<file path="config.mk">
export PLATFORM = sky130hd
export DESIGN_NAME = ssp_short_protect
export DESIGN_NICKNAME = d
export VERILOG_FILES = /design/src/rtl/ssp_pkg.sv /design/src/rtl/ssp_short_protect.sv /design/src/rtl/ssp_trip_counter.sv
export SDC_FILE = /design/constraint.sdc
export NUM_CORES = 1
export LEC_CHECK = 0
export BUFFER_PORTS_ARGS = -buffer_cell sky130_fd_sc_hd__buf_4
export CAP_MARGIN = 10
export CORE_MARGIN = 2
export CORE_UTILIZATION = 45
export DETAILED_ROUTE_END_ITERATION = 10
export GPL_ROUTABILITY_DRIVEN = 0
export GPL_TIMING_DRIVEN = 0
export PLACE_DENSITY = 0.74
export SLEW_MARGIN = 40
export SYNTH_ARGS = -nofsm -noshare
export SYNTH_HDL_FRONTEND = slang
export SYNTH_SLANG_ARGS = --single-unit
export TNS_END_PERCENT = 50
</file>
<file path="constraint.sdc">
create_clock -name i_clk -period 2.7 [get_ports i_clk]
set_input_delay 0.54 -clock i_clk [delete_from_list [all_inputs] [get_ports i_clk]]
set_output_delay 0.54 -clock i_clk [all_outputs]
set_load 0.02 [all_outputs]
</file>
<file path="src/rtl/ssp_pkg.sv">
// package: constants for the switch short protection block
package ssp_pkg;
  localparam int unsigned CLK_HZ = 40_000_000;
  // blanking after a switching edge, in ns
  localparam int unsigned BLANK_NS = 100;
  localparam int unsigned BLANK_CYC =
    ((BLANK_NS * (CLK_HZ / 1_000_000)) + 999) / 1000 < 1 ? 1 :
    ((BLANK_NS * (CLK_HZ / 1_000_000)) + 999) / 1000;
  localparam int unsigned TRIP_LIMIT = 7; // short events before latch-off
  localparam int unsigned CNT_W = 3;
  localparam int unsigned BLANK_W = 8;
  // charger option word field for the high-side threshold
  localparam int unsigned HS_SEL_LSB = 7;
  localparam int unsigned HS_SEL_MSB = 8;
  localparam int unsigned OPT_W = 16;
  // thresholds in mV
  localparam logic [9:0] LS_THR_MV = 10'h06e;  // 110 mV, fixed
  localparam logic [9:0] HS_THR0_MV = 10'h12c; // 300 mV
  localparam logic [9:0] HS_THR1_MV = 10'h1f4; // 500 mV
  localparam logic [9:0] HS_THR2_MV = 10'h2bc; // 700 mV
  localparam logic [9:0] HS_THR3_MV = 10'h384; // 900 mV
  typedef enum logic [2:0] {
    SSP_OFF = 3'b001,
    SSP_RUN = 3'b010,
    SSP_LATCHED = 3'b100
  } ssp_state_t;
endpackage : ssp_pkg

</file>
<file path="src/rtl/ssp_short_protect.sv">
// switch short-circuit protection and gate drive gating
`timescale 1ns/1ps
module ssp_short_protect #(
  parameter int unsigned BLANK_CYCLES = ssp_pkg::BLANK_CYC,
  parameter int unsigned TRIP_COUNT = ssp_pkg::TRIP_LIMIT
) (
  input wire logic i_clk,
  input wire logic i_sys_rst,
  input wire logic i_adapter_present,
  input wire logic [ssp_pkg::OPT_W-1:0] i_charger_option_word,
  input wire logic i_hs_pwm,
  input wire logic i_ls_pwm,
  input wire logic [9:0] i_hs_drop_mv,
  input wire logic [9:0] i_ls_drop_mv,
  input wire logic i_nonsync_mode,
  input wire logic i_charge_undercurrent_guard,
  input wire logic i_boot_refresh,
  output logic o_hs_gate,
  output logic o_ls_gate,
  output logic o_latched_off,
  output logic [ssp_pkg::CNT_W-1:0] o_hs_count,
  output logic [ssp_pkg::CNT_W-1:0] o_ls_count
);
  // ----------------------------------------------------------------
  // state
  // ----------------------------------------------------------------
  ssp_pkg::ssp_state_t state;
  ssp_pkg::ssp_state_t next_state;
  logic adapter_q;
  logic hs_gate_q;
  logic ls_gate_q;
  logic [ssp_pkg::BLANK_W-1:0] blank_cnt;
  logic [ssp_pkg::BLANK_W-1:0] next_blank_cnt;
  logic hs_on_q;
  logic ls_on_q;
  logic [9:0] hs_thr;
  logic hs_trip;
  logic ls_trip;
  logic hs_done;
  logic ls_done;
  logic clr_cnt;
  logic edge_seen;
  logic blank_over;
  logic next_hs_gate;
  logic next_ls_gate;
  logic [ssp_pkg::CNT_W-1:0] hs_cnt_w;
  logic [ssp_pkg::CNT_W-1:0] ls_cnt_w;
  logic [ssp_pkg::CNT_W-1:0] next_hs_cnt_o;
  logic [ssp_pkg::CNT_W-1:0] next_ls_cnt_o;
  logic latched_q;
  logic next_latched;

  // ----------------------------------------------------------------
  // threshold select and comparators
  // ----------------------------------------------------------------
  // high threshold decoded from option bits; low one is a constant
  always_comb begin
    case (i_charger_option_word[ssp_pkg::HS_SEL_MSB:ssp_pkg::HS_SEL_LSB])
      2'h0: hs_thr = ssp_pkg::HS_THR0_MV;
      2'h1: hs_thr = ssp_pkg::HS_THR1_MV;
      2'h2: hs_thr = ssp_pkg::HS_THR2_MV;
      default: hs_thr = ssp_pkg::HS_THR3_MV;
    endcase
  end

  // a new switching edge restarts the blanking window
  assign edge_seen = (hs_gate_q != hs_on_q) || (ls_gate_q != ls_on_q);
  assign blank_over = (blank_cnt >= ssp_pkg::BLANK_W'(BLANK_CYCLES));

  // drops only count on the switch that conducts, after blanking
  assign hs_trip = (state == ssp_pkg::SSP_RUN) && hs_gate_q && blank_over
    && !edge_seen && (i_hs_drop_mv > hs_thr);
  assign ls_trip = (state == ssp_pkg::SSP_RUN) && ls_gate_q && blank_over
    && !edge_seen && (i_ls_drop_mv > ssp_pkg::LS_THR_MV);

  always_comb begin
    next_blank_cnt = blank_cnt;
    if (edge_seen) begin
      next_blank_cnt = '0;
    end else if (!blank_over) begin
      next_blank_cnt = blank_cnt + ssp_pkg::BLANK_W'(1);
    end
  end

  // ----------------------------------------------------------------
  // occurrence counters
  // ----------------------------------------------------------------
  // counters restart on every new adapter connection
  assign clr_cnt = (state == ssp_pkg::SSP_OFF);

  ssp_trip_counter #(
    .W(ssp_pkg::CNT_W),
    .LIMIT(3'(TRIP_COUNT))
  ) u_hs_cnt (
    .i_clk(i_clk),
    .i_sys_rst(i_sys_rst),
    .i_clear(clr_cnt),
    .i_trip(hs_trip),
    .o_count_done(hs_done),
    .o_count(hs_cnt_w)
  );

  ssp_trip_counter #(
    .W(ssp_pkg::CNT_W),
    .LIMIT(3'(TRIP_COUNT))
  ) u_ls_cnt (
    .i_clk(i_clk),
    .i_sys_rst(i_sys_rst),
    .i_clear(clr_cnt),
    .i_trip(ls_trip),
    .o_count_done(ls_done),
    .o_count(ls_cnt_w)
  );

  // ----------------------------------------------------------------
  // latch-off state machine
  // ----------------------------------------------------------------
  // only an adapter removal leaves the latched state; nothing else
  always_comb begin
    next_state = state;
    case (state)
      ssp_pkg::SSP_OFF: begin
        if (adapter_q) begin
          next_state = ssp_pkg::SSP_RUN;
        end
      end
      ssp_pkg::SSP_RUN: begin
        if (!adapter_q) begin
          next_state = ssp_pkg::SSP_OFF;
        end else if (hs_done || ls_done) begin
          next_state = ssp_pkg::SSP_LATCHED;
        end
      end
      ssp_pkg::SSP_LATCHED: begin
        if (!adapter_q) begin
          next_state = ssp_pkg::SSP_OFF;
        end
      end
      default: next_state = ssp_pkg::SSP_OFF;
    endcase
  end

  // ----------------------------------------------------------------
  // gate drive
  // ----------------------------------------------------------------
  // low gate off in diode mode or undercurrent, bar boot refresh
  always_comb begin
    next_hs_gate = 1'b0;
    next_ls_gate = 1'b0;
    if (state == ssp_pkg::SSP_RUN && !(hs_done || ls_done)) begin
      next_hs_gate = i_hs_pwm && !i_ls_pwm;
      if (!i_hs_pwm && !i_nonsync_mode) begin
        next_ls_gate = i_ls_pwm && (!i_charge_undercurrent_guard
          || i_boot_refresh);
      end
    end
    // other states leave both gates at zero
    next_hs_cnt_o = hs_cnt_w;
    next_ls_cnt_o = ls_cnt_w;
    // latched flag registered so the output comes from a flop
    next_latched = (next_state == ssp_pkg::SSP_LATCHED);
  end

  // ----------------------------------------------------------------
  // registers
  // ----------------------------------------------------------------
  // hs_on_q/ls_on_q remember the previous gate to spot edges
  always_ff @(posedge i_clk) begin
    if (i_sys_rst) begin
      state <= ssp_pkg::SSP_OFF;
      adapter_q <= 1'b0;
      hs_gate_q <= 1'b0;
      ls_gate_q <= 1'b0;
      hs_on_q <= 1'b0;
      ls_on_q <= 1'b0;
      blank_cnt <= '0;
      o_hs_count <= '0;
      o_ls_count <= '0;
      latched_q <= 1'b0;
    end else begin
      state <= next_state;
      adapter_q <= i_adapter_present;
      hs_gate_q <= next_hs_gate;
      ls_gate_q <= next_ls_gate;
      hs_on_q <= hs_gate_q;
      ls_on_q <= ls_gate_q;
      blank_cnt <= next_blank_cnt;
      o_hs_count <= next_hs_cnt_o;
      o_ls_count <= next_ls_cnt_o;
      latched_q <= next_latched;
    end
  end

  assign o_hs_gate = hs_gate_q;
  assign o_ls_gate = ls_gate_q;
  assign o_latched_off = latched_q;

  // ----------------------------------------------------------------
  // checks
  // ----------------------------------------------------------------
  property p_latch_gates;
    @(posedge i_clk) disable iff (i_sys_rst)
    o_latched_off |-> !o_hs_gate && !o_ls_gate;
  endproperty
  a_latch_gates: assert property (p_latch_gates)
    else $error("gate driven while latched off");

  property p_latch_hold;
    @(posedge i_clk) disable iff (i_sys_rst)
    o_latched_off && adapter_q |=> o_latched_off;
  endproperty
  a_latch_hold: assert property (p_latch_hold)
    else $error("latch cleared without adapter removal");

  property p_seven_latch;
    @(posedge i_clk) disable iff (i_sys_rst)
    (state == ssp_pkg::SSP_RUN) && adapter_q
      && (hs_cnt_w == 3'h7 || ls_cnt_w == 3'h7) |=> o_latched_off;
  endproperty
  a_seven_latch: assert property (p_seven_latch)
    else $error("seventh short did not latch off");

  property p_nonsync;
    @(posedge i_clk) disable iff (i_sys_rst)
    i_nonsync_mode |=> !o_ls_gate;
  endproperty
  a_nonsync: assert property (p_nonsync)
    else $error("low gate on in non-synchronous mode");

  property p_ucp;
    @(posedge i_clk) disable iff (i_sys_rst)
    i_charge_undercurrent_guard && !i_boot_refresh |=> !o_ls_gate;
  endproperty
  a_ucp: assert property (p_ucp)
    else $error("low gate on under undercurrent guard");

  property p_blank;
    @(posedge i_clk) disable iff (i_sys_rst)
    (hs_trip || ls_trip) |-> blank_cnt >= 8'(BLANK_CYCLES);
  endproperty
  a_blank: assert property (p_blank)
    else $error("trip counted inside blanking window");

  property p_hs_cnt;
    @(posedge i_clk) disable iff (i_sys_rst)
    hs_trip && !clr_cnt && !hs_done
      |=> hs_cnt_w == $past(hs_cnt_w) + 3'h1;
  endproperty
  a_hs_cnt: assert property (p_hs_cnt)
    else $error("high side counter did not advance");

  property p_ls_thr;
    @(posedge i_clk) disable iff (i_sys_rst)
    ls_trip |-> i_ls_drop_mv > 10'h06e;
  endproperty
  a_ls_thr: assert property (p_ls_thr)
    else $error("low side tripped below fixed level");

  property p_hs_thr;
    @(posedge i_clk) disable iff (i_sys_rst)
    hs_trip && i_charger_option_word[8:7] == 2'h0
      |-> i_hs_drop_mv > 10'h12c;
  endproperty
  a_hs_thr: assert property (p_hs_thr)
    else $error("high side tripped below 300mV setting");

  property p_clear;
    @(posedge i_clk) disable iff (i_sys_rst)
    state == ssp_pkg::SSP_OFF |=> hs_cnt_w == 3'h0 && ls_cnt_w == 3'h0;
  endproperty
  a_clear: assert property (p_clear)
    else $error("counters not cleared after adapter removal");
endmodule : ssp_short_protect

</file>
<file path="src/rtl/ssp_trip_counter.sv">
// occurrence counter for one over-current comparator
`timescale 1ns/1ps
module ssp_trip_counter #(
  parameter int unsigned W = 3,
  parameter logic [2:0] LIMIT = 3'h7
) (
  input wire logic i_clk,
  input wire logic i_sys_rst,
  input wire logic i_clear,
  input wire logic i_trip,
  output logic o_count_done,
  output logic [W-1:0] o_count
);
  logic [W-1:0] count;
  logic [W-1:0] next_count;

  // saturate at the limit so the done flag cannot wrap back off
  always_comb begin
    next_count = count;
    if (i_clear) begin
      next_count = '0;
    end else if (i_trip && count != W'(LIMIT)) begin
      next_count = count + W'(1);
    end
  end

  always_ff @(posedge i_clk) begin
    if (i_sys_rst) begin
      count <= '0;
    end else begin
      count <= next_count;
    end
  end

  assign o_count = count;
  assign o_count_done = (count == W'(LIMIT));
endmodule : ssp_trip_counter

</file>
==> impl_results.md, run 1 <==
- IO Port Bufs: 38
- Slew Limit Headroom: 0.6735
- Synthesized netlist cell count: 140
- Area of the die: 0.003553 mm^2
- H-tree depth: 2
- WP data required: 2900 ps
- Final Total Pwr: 869.5 uW
- Leak: 0.0008307 uW
- PostCTS Resize Cnt: 0
- Vias in the first global route: 1,108
- Reg clk slew, reported paths: ~90 ps
- Initial Util: 0.4633
- Final net count: about 250
- Die Wd: slightly below 60 um
- Cell taking the most area after synthesis: dfxtp_1
- Post-route ant nets: 0
- Die boundary height: about 60 um
- DP HPWL: around 2200 um
- Cells after DPL: 211
- Top cell type's share of synthesized area: 0.4173
- Global Route Usage Sum: 0.1765
- ANT cells: 0
- Gr ovfl total: 0
- Maxcap violations: 0
- Crit. End Element: register
- Hold WC Path Type: in -> reg
- Clock Latency Late Sink: between 300 and 400 ps
- Clock root cell: clkbuf_4
- WHS: 356.2 ps
- DRC errors left: 0
- Critical path arrival: between 2000 and 2500 ps
- Area of the mapped netlist: approximately 0.0014 mm^2
- Yosys cell types: 36
- PwrDens: around 500 mW/mm^2
- Max IR drop VDD: ~0.26 mV
- Core Region: 0.003003 mm^2
- Post-Layout Cell Count: ~220
- Max FO, Critical Path: 3
- Final cycle utilization of the critical path: 0.8125
- WL per Instance: between 10 and 15 um
- Hold Buf Count CTS: 0
- Final number of setup-violating endpoints: 0
- RSZ-0062 raised after global routing: false
- Mean Syn Cell Area: 9.938 um^2
- Seq/Total Area, Yosys: 0.4173
- Pre-antenna DRT Iters: 4
- Vias: 1,149
- Area delta synth->final: 28.51%
- Fmax: 0.4558 GHz
- Final Critical Period: 2194 ps
- Least-Margin Pin Slew: around 490 ps
- First-pass GRT wire length: around 4500 um
- CTS tree: yes
- Boundary Pins: 53
- Syn nets: 202
- Largest net degree at the start of global routing: 11
- Final hold viol count: 0
- Synthesized flop and latch total: 29
- TritonCTS Sinks: 29
- Share of cells above drive strength 1: 0.2903
- Status: complete, no violations
- Largest cells by area after synthesis: dfxtp_1 (42%), ha_1 (16%), nor2b_1 (4.9%)
- Clk buf depth: 2
- Final WL: 2778 um
- Placement Rows: 20
- Worst setup path category: in -> reg
- Initial DRC count: 17
- CTS Buf Count: 5
- Via/cell ratio: 5.247
- Warnings from Yosys: 0
- Fin Setup TNS: 0 ps
- Pins Over Slew Limit: 0
- Setup crit start kind: primary input
- Initial antenna violation count: 0
- Clk_skew: slightly above 6 ps
- Post-CTS setup buffers: 0
-- final timing paths --
| check | startpoint | end | slack, ps | depth (start not counted) |
|---|---|---|---|---|
| worst max-delay path | i_charger_option_word[7] | u_hs_cnt.o_count[1]$_SDFFE_PP0P_ | 510 | 10 |
| worst min-delay path | i_nonsync_mode | o_ls_gate$_SDFF_PP0_ | 360 | 2 |
| worst max register to register | u_ls_cnt.o_count[0]$_SDFFE_PP0P_ | state[1]$_SDFF_PP0_ | 960 | 4 |
| worst min register to register | blank_cnt[5]$_SDFFE_PP0P_ | blank_cnt[5]$_SDFFE_PP0P_ | 470 | 1 |
-- stage by stage --
step	utilization	area, um^2	worst slack (ps)
global placement	0.5721	1718	251.8
CTS	0.5954	1788	503.6
detailed placement	0.5721	1718	157.5
global route	0.5954	1788	349.2
finish	0.5954	1788	506.2
floorplan	-	1391	501.2
-- power breakdown --
part | total (uW) | internal [uW] | switching [uW]
clock | 302 | 151 | 151
sequential | 445 | 438 | 6.97
combinational | 123 | 64.2 | 58.5
-- flip-flops by register name, summed over array words and instances (netlist names) --
| name | cells |
|---|---|
| adapter_q | 1 |
| blank_cnt | 8 |
| hs_on_q | 1 |
| ls_on_q | 1 |
| o_hs_count | 3 |
| o_hs_gate | 1 |
| o_latched_off | 1 |
| o_ls_count | 3 |
| o_ls_gate | 1 |
| state | 3 |
| u_hs_cnt.o_count | 3 |
| u_ls_cnt.o_count | 3 |
-- per-layer routing --
metal,global-route usage,vias up,share of wire,wire length [um]
li1,-,585,-,-
met1,0.1685,521,0.40,1101
met2,0.3312,36,0.52,1444
met3,0.05459,7,0.059,164
met4,0.09524,0,0.024,68
met5,0,-,0,0
-- final cells by class --
type | instances | area [um^2]
clock buffers | 7 | 65.06
plain buffers | 1 | 3.754
inverters | 7 | 26.28
repair buffers | 38 | 285.3
clock inverters | 1 | 5.005
well taps | 33 | 41.29
multi-input cells | 103 | 780.7
fillers | 274 | 1215
flip-flops and latches | 29 | 580.6
-- Yosys cell counts, drive strengths merged --
library cell	count
nor2	8
nand3b	2
ha	18
nand3	2
o221ai	1
nand4	4
nor2b	11
nor3b	2
a41oi	1
o21a	1
or4b	1
a21oi	10
o221a	1
o21ai	6
o21bai	2
and4	1
clkbuf	1
mux2	1
xor2	3
or4	2
nor4	1
or3	2
or3b	1
and2	5
nor3	5
a211oi	2
inv	7
nand2b	2
dfxtp	29
nand2	4
xnor2	2
mux2i	2
-- critical path, stage by stage --
cell and delay (ps):
buf_4 120, inv_1 90, ha_1 190, nor2_1 60, ha_1 310, nand4_1 160, or4_1 530, and4_1 240
nand3_1 80, a21oi_1 60
-- placed cells by master, fill, tap and decap left out, types with 2 or more instances in the layout --
cell	synthesis	routed
inv_1	7	7
nand3b_1	2	2
nand3_1	2	2
dfxtp_1	29	29
and2_1	5	5
o21bai_1	2	2
mux2i_1	2	2
clkbuf_8	0	2
nor2b_1	11	11
or3_1	2	2
ha_1	18	18
nand2b_1	2	2
buf_4	0	38
xor2_1	3	3
nor3_1	4	4
nand2_1	4	4
clkbuf_4	0	5
nor2_1	8	8
xnor2_1	2	2
o21ai_0	6	6
nand4_1	4	4
a21oi_1	10	10
-- kinds of logic after synthesis --
logic type	after synthesis	share of synthesized area
flops	29	0.4173
mux	3	0.02248
buf+inv	8	0.02158
compound gates	24	0.1088
fa+ha+maj	18	0.1619
simple gates	53	0.2365
xor+xnor	5	0.03148
Note: power is estimated with default switching activity, not from simulation.
==> run 2: changes to the inputs <==
--- a/config.mk
+++ b/config.mk
@@ -8,7 +8,7 @@
 export BUFFER_PORTS_ARGS = -buffer_cell sky130_fd_sc_hd__buf_4
 export CAP_MARGIN = 10
 export CORE_MARGIN = 2
-export CORE_UTILIZATION = 45
+export CORE_UTILIZATION = 43
 export DETAILED_ROUTE_END_ITERATION = 10
 export GPL_ROUTABILITY_DRIVEN = 0
 export GPL_TIMING_DRIVEN = 0
==> constraint.sdc (replaced) <==
create_clock -name i_clk -period 1.92 [get_ports i_clk]
set_input_delay 0.384 -clock i_clk [delete_from_list [all_inputs] [get_ports i_clk]]
set_output_delay 0.384 -clock i_clk [all_outputs]
set_load 0.02 [all_outputs]
==> impl_results.md, run 2 (synthesis results as in run 1) <==
- Via/cell ratio: 5.052 (-3.7%)
- Largest reg by FF count: blank_cnt
- Setup WS pre-CTS: -386.6 ps (-544.1 ps)
- Reg clk slew, reported paths: 80 ps (about the same)
- Maxcap violations: 0 (unchanged)
- Final Core Density: 0.6134 (+0.01800)
- Initial DRC count: 22 (+5)
- Share of cells above drive strength 1: 0.3316 (+0.04123)
- Setup crit start kind: primary input
- Status: complete, no violations
- ANT cells: 0 (unchanged)
- Initial antenna violation count: 0 (unchanged)
- Clk buf depth: 2 (unchanged)
- Core Region: 0.003078 mm^2 (+2.5%)
- Placement Rows: 20 (unchanged)
- CP endpoint: u_hs_cnt.o_count[0]$_SDFFE_PP0P_
- Area of the die: 0.003706 mm^2 (+4.3%)
- Sequential share of power: 0.529 (+0.018)
- DP Area: 0.001747 mm^2 (+1.7%)
- Sw Pwr: 290.0 uW (+34%)
- PnR worst setup slack: 29.98 ps (-476.2 ps)
- WP data required: 2170 ps (-730 ps)
- FF-to-FF setup slack: 190 ps (-770 ps)
- Least-Margin Pin Slew: 479.7 ps (-10.04 ps)
- DRC errors left: 0 (unchanged)
- IO Port Bufs: 38 (unchanged)
- Max reg flops: 8 (unchanged)
- Final hold viol count: 0 (unchanged)
- Die boundary height: 60.88 um (+2.1%)
- Worst Reg-to-Reg Cells: 4 (unchanged)
- Vias: 1,167 (+1.6%)
- Initial Util: 0.4520 (-0.01130)
- FF-to-FF Start: u_ls_cnt.o_count[0]$_SDFFE_PP0P_
- Max IR drop VDD: 0.3731 mV (+42%)
- Critical path arrival: 2140 ps (-250 ps)
- Hold WC Path Type: in -> reg
- DP HPWL: 2182 um (-1.1%)
- Worst Setup SP: i_charger_option_word[8]
- Final cycle utilization of the critical path: 0.9844
- Boundary Pins: 53 (unchanged)
- Clock Latency Late Sink: 320 ps (about the same)
- Largest net degree at the start of global routing: 11 (unchanged)
- Cells after DPL: 222 (+5.2%)
- Pre-antenna DRT Iters: 3 (-1)
- Final Critical Period: roughly 1900 ps
- Commonest non-fill, non-tap cell in the layout: buf_4
- Worst R2R End: state[1]$_SDFF_PP0_
- H-tree depth: 2 (unchanged)
- CTS tree: yes
- WL per Instance: 12.08 um (-4.8%)
- Logic pwr share: 0.164 (+0.023)
- Final number of setup-violating endpoints: 0 (unchanged)
- CTS Buf Count: 5 (unchanged)
- Clock root cell: clkbuf_4
- Clk_skew: 7.247 ps (+1.049 ps)
- Worst setup path category: in -> reg
- Die Wd: 60.88 um (+2.1%)
- Post-Layout Cell Count: 231 (+5.5%)
- Design Area, Final: 0.001888 mm^2 (+5.6%)
- Leak: 0.0008330 uW (+0.28%)
- First-pass GRT wire length: 4305 um (-4.3%)
- Int Pwr: 891.7 uW (+37%)
- Hold Buf Count CTS: 0 (unchanged)
- Sw frac: 0.2454 (-0.003977)
- PwrDens: 625.9 mW/mm^2 (+29%)
- Final WL: 2790 um (+0.43%)
- Most frequent cells in the layout: buf_4 (39), dfxtp_1 (29), ha_1 (13)
- Gr ovfl total: 0 (unchanged)
- Fmax: around 0.53 GHz
- TritonCTS Sinks: 29 (unchanged)
- Pins Over Slew Limit: 0 (unchanged)
- Area delta synth->final: 35.70%
- Final Total Pwr: 1182 uW (+36%)
- Slew Limit Headroom: 0.6796 (+0.006030)
- Post-route ant nets: 0 (unchanged)
- Crit. End Element: register
- Vias in the first global route: 1,135 (+2.4%)
- Max FO, Critical Path: 4 (+1)
- Final net count: 249 (+0.81%)
- Global Route Usage Sum: 0.1620 (-0.01454)
- Clock power frac: 0.307 (-0.040)
==> run 2: critical path, cell delays in order <==
cell and delay, ps:
buf_4 150, ha_4 160, o21bai_1 150, ha_1 310
a21oi_1 80, o21a_1 210, o221a_4 270, or3_1 310
a21oi_1 130
==> run 2: worst min path at each step <==
stage | cells past startpoint | endpoint | startpoint
CTS | 2 | o_ls_gate$_SDFF_PP0_ | i_nonsync_mode
finish | 2 | o_ls_gate$_SDFF_PP0_ | i_nonsync_mode
floorplan | 1 | blank_cnt[5]$_SDFFE_PP0P_ | blank_cnt[5]$_SDFFE_PP0P_
global placement | 1 | blank_cnt[5]$_SDFFE_PP0P_ | blank_cnt[5]$_SDFFE_PP0P_
detailed placement | 1 | blank_cnt[5]$_SDFFE_PP0P_ | blank_cnt[5]$_SDFFE_PP0P_
global route | 2 | o_ls_gate$_SDFF_PP0_ | i_nonsync_mode
==> run 2: power by group through the flow <==
stage          Clock, uW  Combinational, uW  Sequential (uW)
5_1_grt              405                216              627
3_5_place_dp           0                171              640
4_1_cts              375                178              626
2_1_floorplan          0               97.8              637
3_3_place_gp           0                161              638
6_report             363                193              626
==> run 2: per-layer routing <==
metal / track usage / vias to the layer above / share of wire / routed length, um
li1: - / 587 / - / -
met1: 0.1501 / 538 / 0.39 / 1083
met2: 0.3088 / 34 / 0.54 / 1494
met3: 0.05757 / 8 / 0.055 / 154
met4: 0.08075 / 0 / 0.021 / 59
met5: 0 / - / 0 / 0
==> run 2: cell type report <==
cell class / instances / area, um^2
sequential: 29 / 580.6
timing repair buffer: 40 / 304.0
buffer: 1 / 3.754
fill: 260 / 1190
multi-input combinational: 103 / 855.8
inverter: 7 / 33.78
tap: 44 / 55.05
clock buffer: 7 / 55.05
==> run 2: per-stage QoR <==
stage	TNS, ps	hold slack, ps
2_1_floorplan	-249.3	430.5
3_3_place_gp	-1006	446.1
3_5_place_dp	-1136	448.0
4_1_cts	0	198.4
5_1_grt	-33.11	194.1
6_report	0	208.3
==> run 2: timing repair <==
action                                  4_1_cts  5_1_grt
resized for setup                             1       11
buffers inserted                              1        1
endpoints found under the setup margin        3        3
pin swaps                                     4        8
